[src/shared/port_power_ocs_params.svh]
// offsets, field positions, codes and reset values of the port power / over-current selectors
`ifndef PORT_POWER_OCS_PARAMS_SVH
`define PORT_POWER_OCS_PARAMS_SVH

`define PPO_ADDR_W          16
`define PPO_DATA_W          8
`define PPO_PORT3_PWR_ADDR  16'h3c08
`define PPO_PORT4_PWR_ADDR  16'h3c0c
`define PPO_PORT1_OCS_ADDR  16'h3c20

`define PPO_SHARED_PIN_BIT  7
`define PPO_DISABLED_BIT    5
`define PPO_FIXED_DEV_BIT   4

`define PPO_PWR_OFF         4'h0
`define PPO_PWR_USB2        4'h1
`define PPO_PWR_USB3        4'h2
`define PPO_PWR_EITHER      4'h3
`define PPO_PWR_GPIO        4'h4

`define PPO_OCS_OFF         4'h0
`define PPO_OCS_PIN         4'h1
`define PPO_OCS_GPIO        4'h2
`define PPO_OCS_FORCE       4'hf

// power register: bit 6 reads zero; over-current register keeps all eight bits
`define PPO_PWR_RW_MASK     8'hbf
`define PPO_PWR_RESET       8'h00
`define PPO_OCS_RESET       8'h00

`endif

[src/shared/port_power_ocs_pkg.sv]
// types shared by the port power / over-current selector block
package port_power_ocs_pkg;

	typedef struct packed {
		logic [15:0] addr;
		logic [7:0]  wdata;
		logic        wr;
		logic        rd;
	} reg_req_t;

	typedef struct packed {
		logic usb2_power;
		logic usb3_power;
		logic gpio_power;
	} power_sources_t;

	typedef struct packed {
		logic power_enable;
		logic shared_pin_mode;
		logic port_disabled;
		logic fixed_attached_device;
	} port_ctrl_t;

endpackage

[src/hw/port_power_ocs_select.sv]
// port 3/4 power source selectors and port 1 over-current source selector
//
// Contract
// [RULE1] bit 7 set means power control and over-current sense share one pin, clear means two.
// [RULE2] bit 5 of a power select register marks the port permanently disabled.
// [RULE3] bit 4 of a power select register marks a non-removable attached device.
// [RULE4] selector 0000b turns power off, 0001b follows USB2 power, 0010b follows USB3 power.
// [RULE5] selector 0011b powers when USB2 or USB3 is on, 0100b follows the designated GPIO.
// [RULE6] software must program only the defined selector codes.
// [RULE7] over-current code 0000b disables, 0001b uses the sense pin, 0010b uses a GPIO.
// [RULE8] over-current code 1111b forces the indication active for test.
// [RULE9] software loads these bits from configuration and does not change them in operation.
// [RULE10] disable, non-removable and shared-pin bits are set before enumeration.
// [RULE11] a reserved power code drives power off, and reserved bits read as zero; the over-current register reads bits 7:4 back as written.
`timescale 1ns/1ns
`include "port_power_ocs_params.svh"

module port_power_ocs_select (
	// clock and reset
	input  wire logic                             clk_in,
	input  wire logic                             rst_n_in,
	// register port
	input  wire port_power_ocs_pkg::reg_req_t     req_in,
	output logic [7:0]                            rdata_out,
	// power sources, one set per port (index 0 = port 3, 1 = port 4)
	input  wire port_power_ocs_pkg::power_sources_t port3_src_in,
	input  wire port_power_ocs_pkg::power_sources_t port4_src_in,
	// over-current sources for port 1
	input  wire logic                             overcurrent_sense_in,
	input  wire logic                             overcurrent_gpio_in,
	// port controls
	output port_power_ocs_pkg::port_ctrl_t        port3_ctrl_out,
	output port_power_ocs_pkg::port_ctrl_t        port4_ctrl_out,
	output logic                                  port1_overcurrent_out,
	output logic                                  port1_ocs_disabled_out
);
	import port_power_ocs_pkg::*;

	typedef struct packed {
		logic [1:0][7:0]  pwr_cfg;
		logic [7:0]       ocs_cfg;
		logic [7:0]       rdata;
		port_ctrl_t [1:0] ctrl;
		logic             oc;
		logic             oc_dis;
	} state_t;

	state_t         state_reg;
	state_t         state_next;
	power_sources_t src [2];

	assign src[0] = port3_src_in;
	assign src[1] = port4_src_in;

	////////////////////////////////////////////////////////////////////////
	function automatic logic power_from(input logic [3:0] sel, input power_sources_t s);
		case (sel)
			`PPO_PWR_OFF:    power_from = 1'b0; // RULE4
			`PPO_PWR_USB2:   power_from = s.usb2_power; // RULE4
			`PPO_PWR_USB3:   power_from = s.usb3_power; // RULE4
			`PPO_PWR_EITHER: power_from = s.usb2_power | s.usb3_power; // RULE5
			`PPO_PWR_GPIO:   power_from = s.gpio_power; // RULE5
			default:         power_from = 1'b0; // RULE11
		endcase
	endfunction

	////////////////////////////////////////////////////////////////////////
	always_comb begin
		state_next = state_reg;
		state_next.rdata = 8'h00;
		// writes take effect at any time; configuration is expected to be static
		if (req_in.wr) begin
			case (req_in.addr)
				`PPO_PORT3_PWR_ADDR: state_next.pwr_cfg[0] = req_in.wdata & `PPO_PWR_RW_MASK; // RULE11
				`PPO_PORT4_PWR_ADDR: state_next.pwr_cfg[1] = req_in.wdata & `PPO_PWR_RW_MASK; // RULE11
				`PPO_PORT1_OCS_ADDR: state_next.ocs_cfg = req_in.wdata;
				default: begin
				end
			endcase
		end
		if (req_in.rd) begin
			case (req_in.addr)
				`PPO_PORT3_PWR_ADDR: state_next.rdata = state_reg.pwr_cfg[0];
				`PPO_PORT4_PWR_ADDR: state_next.rdata = state_reg.pwr_cfg[1];
				`PPO_PORT1_OCS_ADDR: state_next.rdata = state_reg.ocs_cfg;
				default:             state_next.rdata = 8'h00;
			endcase
		end
		for (int i = 0; i < 2; i++) begin
			state_next.ctrl[i].shared_pin_mode = state_reg.pwr_cfg[i][`PPO_SHARED_PIN_BIT]; // RULE1
			state_next.ctrl[i].port_disabled = state_reg.pwr_cfg[i][`PPO_DISABLED_BIT]; // RULE2
			state_next.ctrl[i].fixed_attached_device =
				state_reg.pwr_cfg[i][`PPO_FIXED_DEV_BIT]; // RULE3
			// a disabled port is never powered
			state_next.ctrl[i].power_enable = !state_reg.pwr_cfg[i][`PPO_DISABLED_BIT]
				&& power_from(state_reg.pwr_cfg[i][3:0], src[i]);
		end
		case (state_reg.ocs_cfg[3:0])
			`PPO_OCS_PIN:   state_next.oc = overcurrent_sense_in; // RULE7
			`PPO_OCS_GPIO:  state_next.oc = overcurrent_gpio_in; // RULE7
			`PPO_OCS_FORCE: state_next.oc = 1'b1; // RULE8
			default:        state_next.oc = 1'b0; // RULE7
		endcase
		state_next.oc_dis = (state_reg.ocs_cfg[3:0] == `PPO_OCS_OFF); // RULE7
	end

	always_ff @(posedge clk_in) begin
		if (!rst_n_in) begin
			state_reg <= '0;
		end else begin
			state_reg <= state_next;
		end
	end

	assign rdata_out              = state_reg.rdata;
	assign port3_ctrl_out         = state_reg.ctrl[0];
	assign port4_ctrl_out         = state_reg.ctrl[1];
	assign port1_overcurrent_out  = state_reg.oc;
	assign port1_ocs_disabled_out = state_reg.oc_dis;

	////////////////////////////////////////////////////////////////////////
	a_shared_pin_follow: assert property (@(posedge clk_in) disable iff (!rst_n_in) // RULE1
		port3_ctrl_out.shared_pin_mode == $past(state_reg.pwr_cfg[0][7]))
		else $error("shared pin mode mismatch");
	a_disabled_no_power: assert property (@(posedge clk_in) disable iff (!rst_n_in) // RULE2
		port4_ctrl_out.port_disabled |-> !port4_ctrl_out.power_enable)
		else $error("disabled port powered");
	a_fixed_dev_flag: assert property (@(posedge clk_in) disable iff (!rst_n_in) // RULE3
		req_in.wr && req_in.addr == `PPO_PORT3_PWR_ADDR && !req_in.rd
		|-> ##2 port3_ctrl_out.fixed_attached_device == $past(req_in.wdata[4], 2))
		else $error("fixed device flag not applied");
	// flag bit 7 is free here, bits 5 and 4 are held clear, though only the disable bit gates power
	a_usb2_follow: assert property (@(posedge clk_in) disable iff (!rst_n_in) // RULE4
		state_reg.pwr_cfg[0][5:0] == 6'h01 |=>
		port3_ctrl_out.power_enable == $past(port3_src_in.usb2_power))
		else $error("usb2 follow failed");
	a_either_follow: assert property (@(posedge clk_in) disable iff (!rst_n_in) // RULE5
		state_reg.pwr_cfg[1][5:0] == 6'h03 |=>
		port4_ctrl_out.power_enable == $past(port4_src_in.usb2_power | port4_src_in.usb3_power))
		else $error("either source follow failed");
	a_reserved_off: assert property (@(posedge clk_in) disable iff (!rst_n_in) // RULE11
		state_reg.pwr_cfg[0][3:0] > 4'h4 |=> !port3_ctrl_out.power_enable)
		else $error("reserved code powered port");
	a_ocs_pin_follow: assert property (@(posedge clk_in) disable iff (!rst_n_in) // RULE7
		state_reg.ocs_cfg[3:0] == 4'h1 |=> port1_overcurrent_out == $past(overcurrent_sense_in))
		else $error("sense pin not followed");
	a_ocs_force_on: assert property (@(posedge clk_in) disable iff (!rst_n_in) // RULE8
		state_reg.ocs_cfg[3:0] == 4'hf [*2] |=> port1_overcurrent_out)
		else $error("forced over-current not active");
	a_read_reserved: assert property (@(posedge clk_in) disable iff (!rst_n_in) // RULE11
		req_in.rd && req_in.addr == `PPO_PORT4_PWR_ADDR |=> !rdata_out[6])
		else $error("reserved bit read as one");

	// mode flags of port 4 follow the stored register one edge later
	a_shared_pin_port4: assert property (@(posedge clk_in) disable iff (!rst_n_in) // RULE1
		port4_ctrl_out.shared_pin_mode == $past(state_reg.pwr_cfg[1][7]))
		else $error("port 4 shared pin mode mismatch");

	// disable flag of port 3 mirrors bit 5
	a_disabled_flag_port3: assert property (@(posedge clk_in) disable iff (!rst_n_in) // RULE2
		port3_ctrl_out.port_disabled == $past(state_reg.pwr_cfg[0][5]))
		else $error("port 3 disable flag mismatch");

	// a disabled port must never see power, whatever the selector says
	a_disabled_off_port3: assert property (@(posedge clk_in) disable iff (!rst_n_in) // RULE2
		port3_ctrl_out.port_disabled |-> !port3_ctrl_out.power_enable)
		else $error("disabled port 3 powered");

	// non-removable flag of port 4 mirrors bit 4
	a_fixed_dev_port4: assert property (@(posedge clk_in) disable iff (!rst_n_in) // RULE3
		port4_ctrl_out.fixed_attached_device == $past(state_reg.pwr_cfg[1][4]))
		else $error("port 4 fixed device flag mismatch");

	// code zero keeps the switch open even when sources are on
	a_power_off_code: assert property (@(posedge clk_in) disable iff (!rst_n_in) // RULE4
		state_reg.pwr_cfg[1][3:0] == 4'h0 |=> !port4_ctrl_out.power_enable)
		else $error("port 4 powered with selector off");

	// usb3 source path of port 3
	a_usb3_follow: assert property (@(posedge clk_in) disable iff (!rst_n_in) // RULE4
		state_reg.pwr_cfg[0][5:0] == 6'h02 |=>
		port3_ctrl_out.power_enable == $past(port3_src_in.usb3_power))
		else $error("usb3 follow failed");

	// general-purpose pin path of port 4
	a_gpio_follow: assert property (@(posedge clk_in) disable iff (!rst_n_in) // RULE5
		state_reg.pwr_cfg[1][5:0] == 6'h04 |=>
		port4_ctrl_out.power_enable == $past(port4_src_in.gpio_power))
		else $error("gpio power follow failed");

	// over-current taken from the general-purpose pin
	a_ocs_gpio_follow: assert property (@(posedge clk_in) disable iff (!rst_n_in) // RULE7
		state_reg.ocs_cfg[3:0] == 4'h2 |=> port1_overcurrent_out == $past(overcurrent_gpio_in))
		else $error("gpio over-current not followed");

	// code zero raises the disabled flag one edge later
	a_ocs_off_flag: assert property (@(posedge clk_in) disable iff (!rst_n_in) // RULE7
		state_reg.ocs_cfg[3:0] == 4'h0 |=> port1_ocs_disabled_out)
		else $error("over-current disable flag missing");

	// any other code clears it again
	a_ocs_on_flag: assert property (@(posedge clk_in) disable iff (!rst_n_in) // RULE7
		state_reg.ocs_cfg[3:0] != 4'h0 |=> !port1_ocs_disabled_out)
		else $error("over-current disable flag stuck");

	// a disabled sensor path reports nothing
	a_ocs_off_quiet: assert property (@(posedge clk_in) disable iff (!rst_n_in) // RULE7
		state_reg.ocs_cfg[3:0] == 4'h0 |=> !port1_overcurrent_out)
		else $error("over-current reported while disabled");

	// reserved sensor codes report nothing, so a bad load cannot trip a port
	a_ocs_reserved_quiet: assert property (@(posedge clk_in) disable iff (!rst_n_in) // RULE7
		state_reg.ocs_cfg[3:0] inside {[4'h3:4'he]} |=> !port1_overcurrent_out)
		else $error("over-current reported on reserved code");

	// reserved power codes on port 4 as well
	a_reserved_off_port4: assert property (@(posedge clk_in) disable iff (!rst_n_in) // RULE11
		state_reg.pwr_cfg[1][3:0] > 4'h4 |=> !port4_ctrl_out.power_enable)
		else $error("reserved code powered port 4");

	// holes in the map read as zero
	a_unmapped_read_zero: assert property (@(posedge clk_in) disable iff (!rst_n_in) // RULE11
		req_in.rd && !(req_in.addr inside {`PPO_PORT3_PWR_ADDR, `PPO_PORT4_PWR_ADDR,
		`PPO_PORT1_OCS_ADDR}) |=> rdata_out == 8'h00)
		else $error("unmapped address read non-zero");

	// read data stands one cycle only, so a stale value cannot be mistaken for an answer
	a_read_data_idle: assert property (@(posedge clk_in) disable iff (!rst_n_in)
		!req_in.rd |=> rdata_out == 8'h00)
		else $error("read data without read strobe");

endmodule

[config.mk]
export PLATFORM = sky130hd
export DESIGN_NAME = port_power_ocs_select
export DESIGN_NICKNAME = d
export VERILOG_FILES = /design/src/shared/port_power_ocs_pkg.sv /design/src/hw/port_power_ocs_select.sv
export VERILOG_INCLUDE_DIRS = /design/src /design/src/shared
export SDC_FILE = /design/constraint.sdc
export NUM_CORES = 1
export LEC_CHECK = 0
export ABC_AREA = 1
export BUFFER_PORTS_ARGS = -buffer_cell sky130_fd_sc_hd__buf_2
export CELL_PAD_IN_SITES_DETAIL_PLACEMENT = 0
export CELL_PAD_IN_SITES_GLOBAL_PLACEMENT = 1
export CORE_MARGIN = 3
export CORE_UTILIZATION = 39
export DETAILED_ROUTE_END_ITERATION = 12
export PLACE_DENSITY_LB_ADDON = 0.15
export SLEW_MARGIN = 20
export SYNTH_ARGS = -nofsm -noshare
export SYNTH_HDL_FRONTEND = slang
export SYNTH_SLANG_ARGS = --single-unit
[constraint.sdc]
create_clock -name clk_in -period 3.1 [get_ports clk_in]
set_input_delay 0.31 -clock clk_in [delete_from_list [all_inputs] [get_ports clk_in]]
set_output_delay 0.31 -clock clk_in [all_outputs]
set_load 0.005 [all_outputs]
* Yosys cells after proc, flatten, opt, wreduce, memory -nomap -nowiden
Index checks and enable logic that the tools add are counted.
Storage, ports and cells: bits in registers 40, bits in latches 0, memory bits (writable) 0, bits in read-only memories 0, input port bits 36, output and inout bits 18, logic and storage cells 43, memories kept 0
Operators by class: add/sub/neg operators 0, multipliers 0, div/mod/pow operators 0, $lt $le $gt $ge 0, eq/ne operators 14, shifts and indexed selects 0, multiplexer cells 4, bitwise operators 2, reductions and logical operators 9
Operators with widths (number):
- 16-bit by 14-bit equality test with 1-bit output (second input constant) | 3
- 8-bit case mux with 3 select lines | 1
- 4-bit by 2-bit equality test with 1-bit output (second input constant) | 5
- 4-bit by 1-bit equality test with 1-bit output (second input constant) | 3
- 4-bit by 3-bit equality test with 1-bit output (second input constant) | 2
- 1-bit case mux with 4 select lines | 2
- 2-bit AND reduction | 4
- 4-bit equality test (second input constant) | 1
- 4-bit logical NOT | 1
- 1-bit case mux with 3 select lines | 1
- 1-bit logical AND | 2
- 1-bit logical NOT | 2
- 1-bit OR | 2

* Logic depth before layout (Yosys ltp)
Gate-level depths: netlist of run 1.
word-level depth 3, depth in mapped cells 9, depth with buffers taken out 8

* Least setup slack after synthesis of run 1
Ideal clock, no wire load.
path type input to register, start input req_in[17] in the netlist's numbering, end register state_reg[18] in the netlist's numbering, arrival time 1.093 ns, required time 2.987 ns, path slack 1.894 ns, cell stages on the path 7, buffers on the path 1, cells stage by stage nor2_2 > nand2_2 > nor2_8 > nand3_4 > buf_6 > nor2_1 > nor2_1
Between the ends: word-level cells in the longest chain between the ends 2
Ends and longest elaborated chain:
- start: declaration | RTL line port_power_ocs_select.sv:23 | input wire port_power_ocs_pkg::reg_req_t req_in,
- 16-bit by 14-bit equality test with 1-bit output | RTL line port_power_ocs_select.sv:73 | case (req_in.addr)
- 2-bit AND reduction (no line)
- end signal: assignment | RTL line port_power_ocs_select.sv:111 | state_reg <= state_next;
- end: declaration | RTL line port_power_ocs_select.sv:48 | state_t state_reg;
No other way between the ends. A chain may end at the register's enable or synchronous reset.

* Worst setup path after layout of run 1
start input req_in[17] in the netlist's numbering, end register state_reg, in the netlist state_next[7]
The elaborated chain is that of the path after synthesis.

==> out/qor.csv, run 1 <==
metric;value;unit
Sequential Power Share;57.2;%
total gr overflow;0;
fin crit period;1.364;ns
post-synth net total;318;
Syn-to-layout area delta;12.11;%
register area share after synthesis;40.35;%
RSZ-0062 raised after global routing;false;
Combinational Power Share;5.7;%
vias in the first global route;1590;
Post-synth top flop;dfxtp_1;
Final Util;46.18;%
Post-synth EDFFs;0;
DRC viols;0;
Inserted Clock Buffers;5;
Async SR Flop Fraction;0;%
Final Hold Fails;0;
Placeable Area;4817;um^2
drt first pass iters;5;
Startpoint Class;input pin;
max frequency;0.7334;GHz
Layout Cells excl Fill;384;
Avg Inst Size Synth;7.037;um^2
Die ar.;5980;um^2
Clock Skew;0.005996;ns
Simple-Gate Fraction of Synth Area;40.92;%
top-count cell post-synth;nand2_1;
H-tree Lvls;2;
Hold Path Class;input pin to register;
global placer's final weighted congestion;0.8279;
MaxCap Viol Count;0;
die width;77.33;um
power per cell area;404.0;nW/um^2
die height;77.33;um
largest net degree at the start of global routing;31;
final wirelength;4243;um
peak supply drop;197.3;uV
Synth cell types;22;
clk slew on worst S/H paths;0.08;ns
Post-Synth Adder-Cell Area;0;%
yosys synthesis warning count;0;
Synth Area in Compound Gates;2.711;%
vias per cell;4.367;
sequential cell area;800.8;um^2
Worst Path Max Fanout;11;
routed len/inst;11.05;um
# diodes;0;
DR iter-0 viols;45;
first-pass GRT wire length;7272;um
setup TNS;0;ns
IO Port Bufs;53;
post-synthesis cell type with the largest combined area;dfxtp_1;
fin crit share;43.99;%
Worst-Skew Late Latency;0.29;ns
all-layer global routing usage;15.17;%
post-cts resize count;0;
layout cell share with drive strength beyond 1;24.92;%
Synth Cell Area;1984;um^2
Synth top area share;40.35;%
Root Buffer;clkbuf_8;
main combinational cell family by area after synthesis;simple AND/OR/NAND/NOR gates;
Crit Path Category;input pin to register;
Cell Rows;25;
worst-margin pin slew;0.5441;ns
setup bufs post-CTS;0;
clock power share;37.0;%
WP data required;3.29;ns
status;complete, no violations;
Net count, final;353;
critical path arrival;1.56;ns
CP Capture Type;register;
FF+latch count, synth;40;
initial antenna violation count;0;
# fillers;541;
clock sink count;40;
max FFs per register;16;
Placed Cells;377;
Longest Clk Path Bufs;2;
endpoints failing setup;0;
Slew Limit Headroom;63.73;%
synth top area cells;dfxtp_1 40%, nand2_1 12%, nor2_1 11%;
final slew viol count;0;
leakage;1.228;nW
post-synthesis cell count;282;
Int Pwr;0.6880;mW
multi-input logic area;865.8;um^2
vias;1677;
antenna-violating nets left;0;
sw frac;23.44;%
Post-CTS Hold Buffers;0;
top cells by count, synth;66 x nand2_1, 59 x nor2_1, 40 x dfxtp_1;
DP Wirelength;3252;um
final hold slack;0.2425;ns
CTS tree;done;
Starting Density;41.19;%
num ports;54;
mux contribution to synthesized area;0;%
XOR/XNOR Fraction of Synth Area;0;%
net load switching power;0.2107;mW
[critical path: stages]
cell	delay [ns]
buf_2	0.10
nor2_2	0.14
nand2_2	0.10
nor2_2	0.38
nand3_2	0.30
nor2_1	0.17
nor2_1	0.06
[area by class of cell]
class	instances	share of cell area, %
timing repair buffer	53	11.92
multi-input combinational	183	38.92
clock inverter	2	0.5624
sequential	40	36.00
clock buffer	5	3.093
inverter	34	5.737
tap	67	3.768
[power groups by stage]
stage                     registers (mW)  logic [mW]  clock network [mW]
after floorplan                    0.526      0.0196                   0
after global placement             0.526      0.0531                   0
after detailed placement           0.526      0.0524                   0
after CTS                          0.514      0.0527               0.346
after global routing               0.514      0.0577               0.368
final                              0.514      0.0517               0.333
[path summary, 6_finish.rpt]
path / slack (ns) / cells after the start / to / from
setup reg to reg: 2.13 / 5 / port1_overcurrent_out$_SDFF_PN0_ / state_reg[21]$_SDFFE_PN0P_
hold / removal: 0.24 / 3 / state_reg[24]$_SDFFE_PN0P_ / req_in[8]
hold reg to reg: 0.43 / 2 / port3_ctrl_out[2]$_SDFF_PN0_ / state_next[4]$_SDFFE_PN0P_
setup / recovery: 1.74 / 7 / state_next[7]$_SDFFE_PN0P_ / req_in[17]
[routing by layer]
| layer | track usage [%] | vias up | routed length, um |
|---|---|---|---|
| met2 | 23.40 | 38 | 1863 |
| met3 | 4.408 | 2 | 221 |
| met4 | 4.982 | 0 | 23 |
| met5 | 0 | - | 0 |
| li1 | - | 916 | - |
| met1 | 20.32 | 721 | 2134 |
[cell families (layout without fill, tap and decap cells)]
kind of cell	Yosys count	after routing
buffers and inverters	59	94
flip-flops	40	40
AND/OR/NAND/NOR	174	174
AO/OA/AOI/OAI	9	9
[layout by cell type (no fill, tap or decap), types with 4 or more instances in the layout]
cell type and instances:
nand2_1 66, nor2_1 59, buf_2 53, dfxtp_1 40
inv_1 34, nand3_1 24, nand2_2 9, a21oi_1 5
clkbuf_8 5, nand4_1 4
[through the flow]
step	total power [mW]	worst slack (ns)	instance area, um^2
after floorplan	0.5460	1.894	1984
after global placement	0.5794	1.470	2143
after detailed placement	0.5786	1.413	2143
after CTS	0.9132	1.738	2225
after global routing	0.9399	1.540	2225
final	0.8987	1.736	2225
No activity file was read; power rests on OpenSTA's default activity.
==> run 2: changes to the inputs <==
--- a/config.mk
+++ b/config.mk
@@ -11,7 +11,7 @@
 export CELL_PAD_IN_SITES_DETAIL_PLACEMENT = 0
 export CELL_PAD_IN_SITES_GLOBAL_PLACEMENT = 1
 export CORE_MARGIN = 3
-export CORE_UTILIZATION = 39
+export CORE_UTILIZATION = 33
 export DETAILED_ROUTE_END_ITERATION = 12
 export PLACE_DENSITY_LB_ADDON = 0.15
 export SLEW_MARGIN = 20
==> constraint.sdc (replaced) <==
create_clock -name clk_in -period 1.2 [get_ports clk_in]
set_input_delay 0.12 -clock clk_in [delete_from_list [all_inputs] [get_ports clk_in]]
set_output_delay 0.12 -clock clk_in [all_outputs]
set_load 0.005 [all_outputs]
==> run 2 against run 1 <==
Die area rose by 17%. Clock power rose to 3.3 times the previous value. First-iteration DRC count rose by 27%. Design area rose by 5.7%. Combinational power rose to 2.9 times the previous value. Highest routed layer unchanged. Hold slack got worse by 0.20 ns.
==> out/qor.csv, run 2 (synthesized netlist as in run 1, its figures left out) <==
metric;value;unit
Final Util;41.45;%
global placer's final weighted congestion;0.7717;
Startpoint Class;register;
Hold Path Class;input pin to register;
worst-margin pin slew;0.2714;ns
max frequency;1.042;GHz
WP data required;1.42;ns
Slew Limit Headroom;81.74;%
# diodes;0;
Worst-Skew Late Latency;0.29;ns
DR iter-0 viols;57;
num ports;54;
final wirelength;4541;um
clock sink count;40;
post-cts resize count;0;
CP Capture Type;register;
Post-CTS Hold Buffers;0;
Placeable Area;5675;um^2
Root Buffer;clkbuf_8;
initial antenna violation count;0;
Inserted Clock Buffers;5;
most frequent cells in the layout;66 x nand2_1, 59 x nor2_1, 53 x buf_2, 40 x dfxtp_1, 34 x inv_1;
first-pass GRT wire length;7686;um
MaxCap Viol Count;0;
most common cell after layout, fill and taps aside;nand2_1;
Clock Skew;0.007491;ns
Cell Rows;27;
die height;83.55;um
Longest Clk Path Bufs;2;
flop2flop setup slack;0.24;ns
setup bufs post-CTS;0;
layout cell share with drive strength beyond 1;27.36;%
clk slew on worst S/H paths;0.08;ns
fin crit period;0.9599;ns
Syn-to-layout area delta;18.54;%
CTS tree;done;
peak supply drop;504.6;uV
largest net degree at the start of global routing;19;
fin crit share;79.99;%
DRC viols;0;
Final Cell Area;2352;um^2
FF-to-FF Start;state_reg[20]$_SDFFE_PN0P_;
Starting Density;34.96;%
H-tree Lvls;2;
Hold Path Stages;3;
all-layer global routing usage;13.77;%
Die ar.;6980;um^2
Worst Path Max Fanout;3;
vias in the first global route;1633;
HP Start;req_in[8];
die width;83.55;um
Worst Hold End;state_reg[24]$_SDFFE_PN0P_;
Crit Path Category;register to register;
DP Wirelength;3576;um
leakage;1.306;nW
Placed Area;2245;um^2
power per cell area;1091;nW/um^2
R2R cell count;5;
final slew viol count;0;
vias;1723;
Reg-to-Reg End;port1_overcurrent_out$_SDFF_PN0_;
drt first pass iters;6;
Final Hold Fails;0;
Net count, final;364;
RSZ-0062 raised after global routing;false;
routed len/inst;11.32;um
max FFs per register;16;
status;complete, no violations;
critical path arrival;1.18;ns
endpoints failing setup;0;
vias per cell;4.297;
total gr overflow;0;
IO Port Bufs;53;
antenna-violating nets left;0;
## run 2: changes by cell type in the layout (fill, tap and decap cells not counted)
cell,change
clkinvlp_4,-1
clkbuf_1,+1
buf_12,+1
bufinv_16,+1
buf_4,+10
## run 2: power by group
group          total, mW  switching, mW  internal, mW
registers           1.33       0.000557          1.33
logic              0.150         0.0831        0.0668
clock network       1.09          0.471         0.617
total               2.57          0.554          2.01
## run 2: cell type report
| class | count | area [um^2] |
|---|---|---|
| repair buffers | 64 | 360.3 |
| clock buffers | 6 | 72.57 |
| clock inverters | 2 | 35.03 |
| fillers | 629 | 3323 |
| multi-input cells | 183 | 865.8 |
| flip-flops and latches | 40 | 800.8 |
| well taps | 72 | 90.09 |
| inverters | 34 | 127.6 |
## run 2: layer usage
metal / vias up / global-route usage, % / share of wire, %
met5: - / 0 / 0
li1: 939 / - / -
met4: 0 / 5.263 / 1.8
met2: 41 / 20.63 / 43
met3: 7 / 3.455 / 5.7
met1: 736 / 19.00 / 50
## run 2: worst max path at each step
stage / slack, ns / to / depth (start not counted) / from
global placement: -0.06 / rdata_out[1]$_SDFF_PN0_ / 9 / req_in[25]
global route: 0.13 / rdata_out[2]$_SDFF_PN0_ / 9 / req_in[19]
detailed placement: -0.04 / state_reg[20]$_SDFFE_PN0P_ / 8 / req_in[17]
finish: 0.24 / port1_overcurrent_out$_SDFF_PN0_ / 5 / state_reg[20]$_SDFFE_PN0P_
CTS: 0.25 / port1_overcurrent_out$_SDFF_PN0_ / 5 / state_reg[21]$_SDFFE_PN0P_
floorplan: 0.18 / state_reg[18]$_SDFFE_PN0P_ / 7 / req_in[17]
## run 2: critical path, stage by stage (launching register included)
cell	delay (ns)
dfxtp_1	0.34
inv_1	0.11
nand2_1	0.07
o21ai_0	0.14
nand2_1	0.07
a31oi_1	0.15
## run 2: stage by stage
step | instances | setup TNS, ns | worst slack [ns] | power (mW) | hold WS, ns
after detailed placement | 393 | -0.3695 | -0.03710 | 1.511 | 0.3492
after global routing | 401 | 0 | 0.1278 | 2.656 | 0.08098
final | 401 | 0 | 0.2401 | 2.566 | 0.04461
after floorplan | 282 | 0 | 0.1840 | 1.410 | 0.2549
after global placement | 393 | -0.4159 | -0.05894 | 1.512 | 0.3477
after CTS | 401 | 0 | 0.2540 | 2.607 | 0.03441
==> run 3: changes to the inputs <==
==> constraint.sdc (replaced) <==
create_clock -name clk_in -period 0.8 [get_ports clk_in]
set_input_delay 0.08 -clock clk_in [delete_from_list [all_inputs] [get_ports clk_in]]
set_output_delay 0.08 -clock clk_in [all_outputs]
set_load 0.005 [all_outputs]
==> run 3 against run 2 <==
The flow now finishes with violations (setup timing). First-iteration DRC count grew 33%. Final cell count is 6.5% higher. Clock-buffer cell count up 2. Design area rose by 26%. Clock power rose by 28%. Via count is 11% higher. Non-clock buffer count up 22. Largest power group unchanged.
==> out/qor.csv, run 3 (synthesized netlist as in run 1, its figures left out) <==
metric;value;unit
status;complete, but fails checks;
failing checks;setup timing;
most frequent cells in the layout;46 x buf_2, 45 x nand2_1, 40 x nor2_1, 28 x dfxtp_1, 25 x nand2_2;
FF-to-FF Start;state_reg[18]$_SDFFE_PN0P_;
# fillers;592;
MaxCap Viol Count;0;
critical path arrival;1.12;ns
routed wl met3;180;um
Clock Skew;0.007161;ns
power per cell area;1259;nW/um^2
Worst Path Max Fanout;7;
leakage;1.526;nW
wire length on met1;2416;um
Cell Rows;27;
Post-CTS Hold Buffers;0;
Slew Limit Headroom;80.10;%
DP Wirelength;3735;um
Net count, final;390;
CP Buf/Inv Count;2;
largest net degree at the start of global routing;15;
die height;83.55;um
RSZ-0062 raised after global routing;true;
endpoints failing setup;29;
max frequency;1.118;GHz
fin crit share;111.8;%
initial antenna violation count;0;
antenna-violating nets left;0;
final wirelength;5476;um
global placer's final weighted congestion;0.8141;
total gr overflow;0;
peak supply drop;857.2;uV
Placed Area;2400;um^2
CP Capture Type;register;
Longest Clk Path Bufs;2;
max layer used;met4;
vias in the first global route;1807;
final hold slack;0.01407;ns
Worst path slowest cell;nor2_8;
H-tree Lvls;2;
crit-path most repeated cell;nand2_1;
Starting Density;34.96;%
vias per cell;4.482;
clock sink count;40;
dpl ws;-0.4202;ns
Inserted Clock Buffers;5;
layout cell share with drive strength beyond 1;56.06;%
metal2 WL;2816;um
launch point of the worst path;req_in[18];
# diodes;0;
Placeable Area;5675;um^2
die width;83.55;um
Die ar.;6980;um^2
Worst-Skew Late Latency;0.30;ns
all-layer global routing usage;15.76;%
Tot Pwr;3.724;mW
Hold Path Stages;3;
IO Port Bufs;53;
WP data required;1.03;ns
cells along the critical path;buf_8 > nor2_4 > nand2_4 > nor2_8 > buf_6 > nand3_4 > nand2_1 > nand2_1 > nor2_1;
Final Hold Fails;0;
HP Start;req_in[8];
Root Buffer;clkbuf_8;
DRC viols;0;
top cell family by delay on the critical path;simple AND/OR/NAND/NOR gates;
vias;1914;
Hold Path Class;input pin to register;
first-pass GRT wire length;8721;um
CP peak stage delay;0.24;ns
most common cell after layout, fill and taps aside;buf_2;
drt first pass iters;5;
final slew viol count;0;
routed len/inst;12.82;um
fin worst setup slack;-0.09422;ns
num ports;54;
R2R cell count;4;
fin crit period;0.8942;ns
Final Cell Area;2959;um^2
worst-margin pin slew;0.2985;ns
Startpoint Class;input pin;
clk slew on worst S/H paths;0.08;ns
Syn-to-layout area delta;49.12;%
max FFs per register;16;
CTS tree;done;
Crit Path Category;input pin to register;
Stages on worst setup path;9;
DR iter-0 viols;76;
-- run 3: changes by cell type in the layout (fill, tap and decap cells not counted), sizes merged --
cell / delta
nand3: +3
bufinv: -1
clkinv: -1
buf: +22
clkbuf: +2
nor2: +1
-- run 3: where the power goes --
part           leakage, nW  internal (mW)  switching [mW]
clock network       0.0455          0.704           0.695
registers            0.329           1.99        0.000450
logic                 1.15          0.153           0.182
-- run 3: metal layers --
layer | global-route usage, % | up-vias
met5 | 0 | -
met4 | 5.263 | 0
met3 | 3.060 | 5
met2 | 26.97 | 34
met1 | 19.83 | 869
li1 | - | 1006
-- run 3: worst paths after layout --
kind | to | slack (ns)
hold / removal | state_reg[24]$_SDFFE_PN0P_ | 0.01
hold reg to reg | port3_ctrl_out[2]$_SDFF_PN0_ | 0.43
setup / recovery | state_reg[26]$_SDFFE_PN0P_ | -0.09
setup reg to reg | port1_overcurrent_out$_SDFF_PN0_ | -0.07
-- run 3: metrics by stage --
step | instances | TNS (ns) | util, %
floorplan | 282 | -3.036 | -
global placement | 408 | -10.22 | 42.28
detailed placement | 408 | -10.60 | 42.28
CTS | 421 | -0.4496 | 46.72
global route | 427 | -3.108 | 52.14
finish | 427 | -1.106 | 52.14
-- run 3: worst reg2reg max path, cell delays in order, from the launching register on --
cell	delay, ns
dfxtp_2	0.40
inv_1	0.10
o21ai_2	0.07
nand2_1	0.06
a31oi_1	0.16
-- run 3: layout make-up --
| cell class | instances | area (um^2) | share of cell area, % |
|---|---|---|---|
| multi-input cells | 187 | 1221 | 41.27 |
| flip-flops and latches | 40 | 815.8 | 27.57 |
| repair buffers | 86 | 606.8 | 20.51 |
| inverters | 34 | 135.1 | 4.567 |
| clock buffers | 8 | 90.09 | 3.044 |
| well taps | 72 | 90.09 | 3.044 |
-- run 3: timing repair --
action,in CTS,in global routing
endpoints found under the setup margin,33,51
cloned,3,2
pin swaps,20,37
gates resized for setup,36,73
setup buffers,2,4
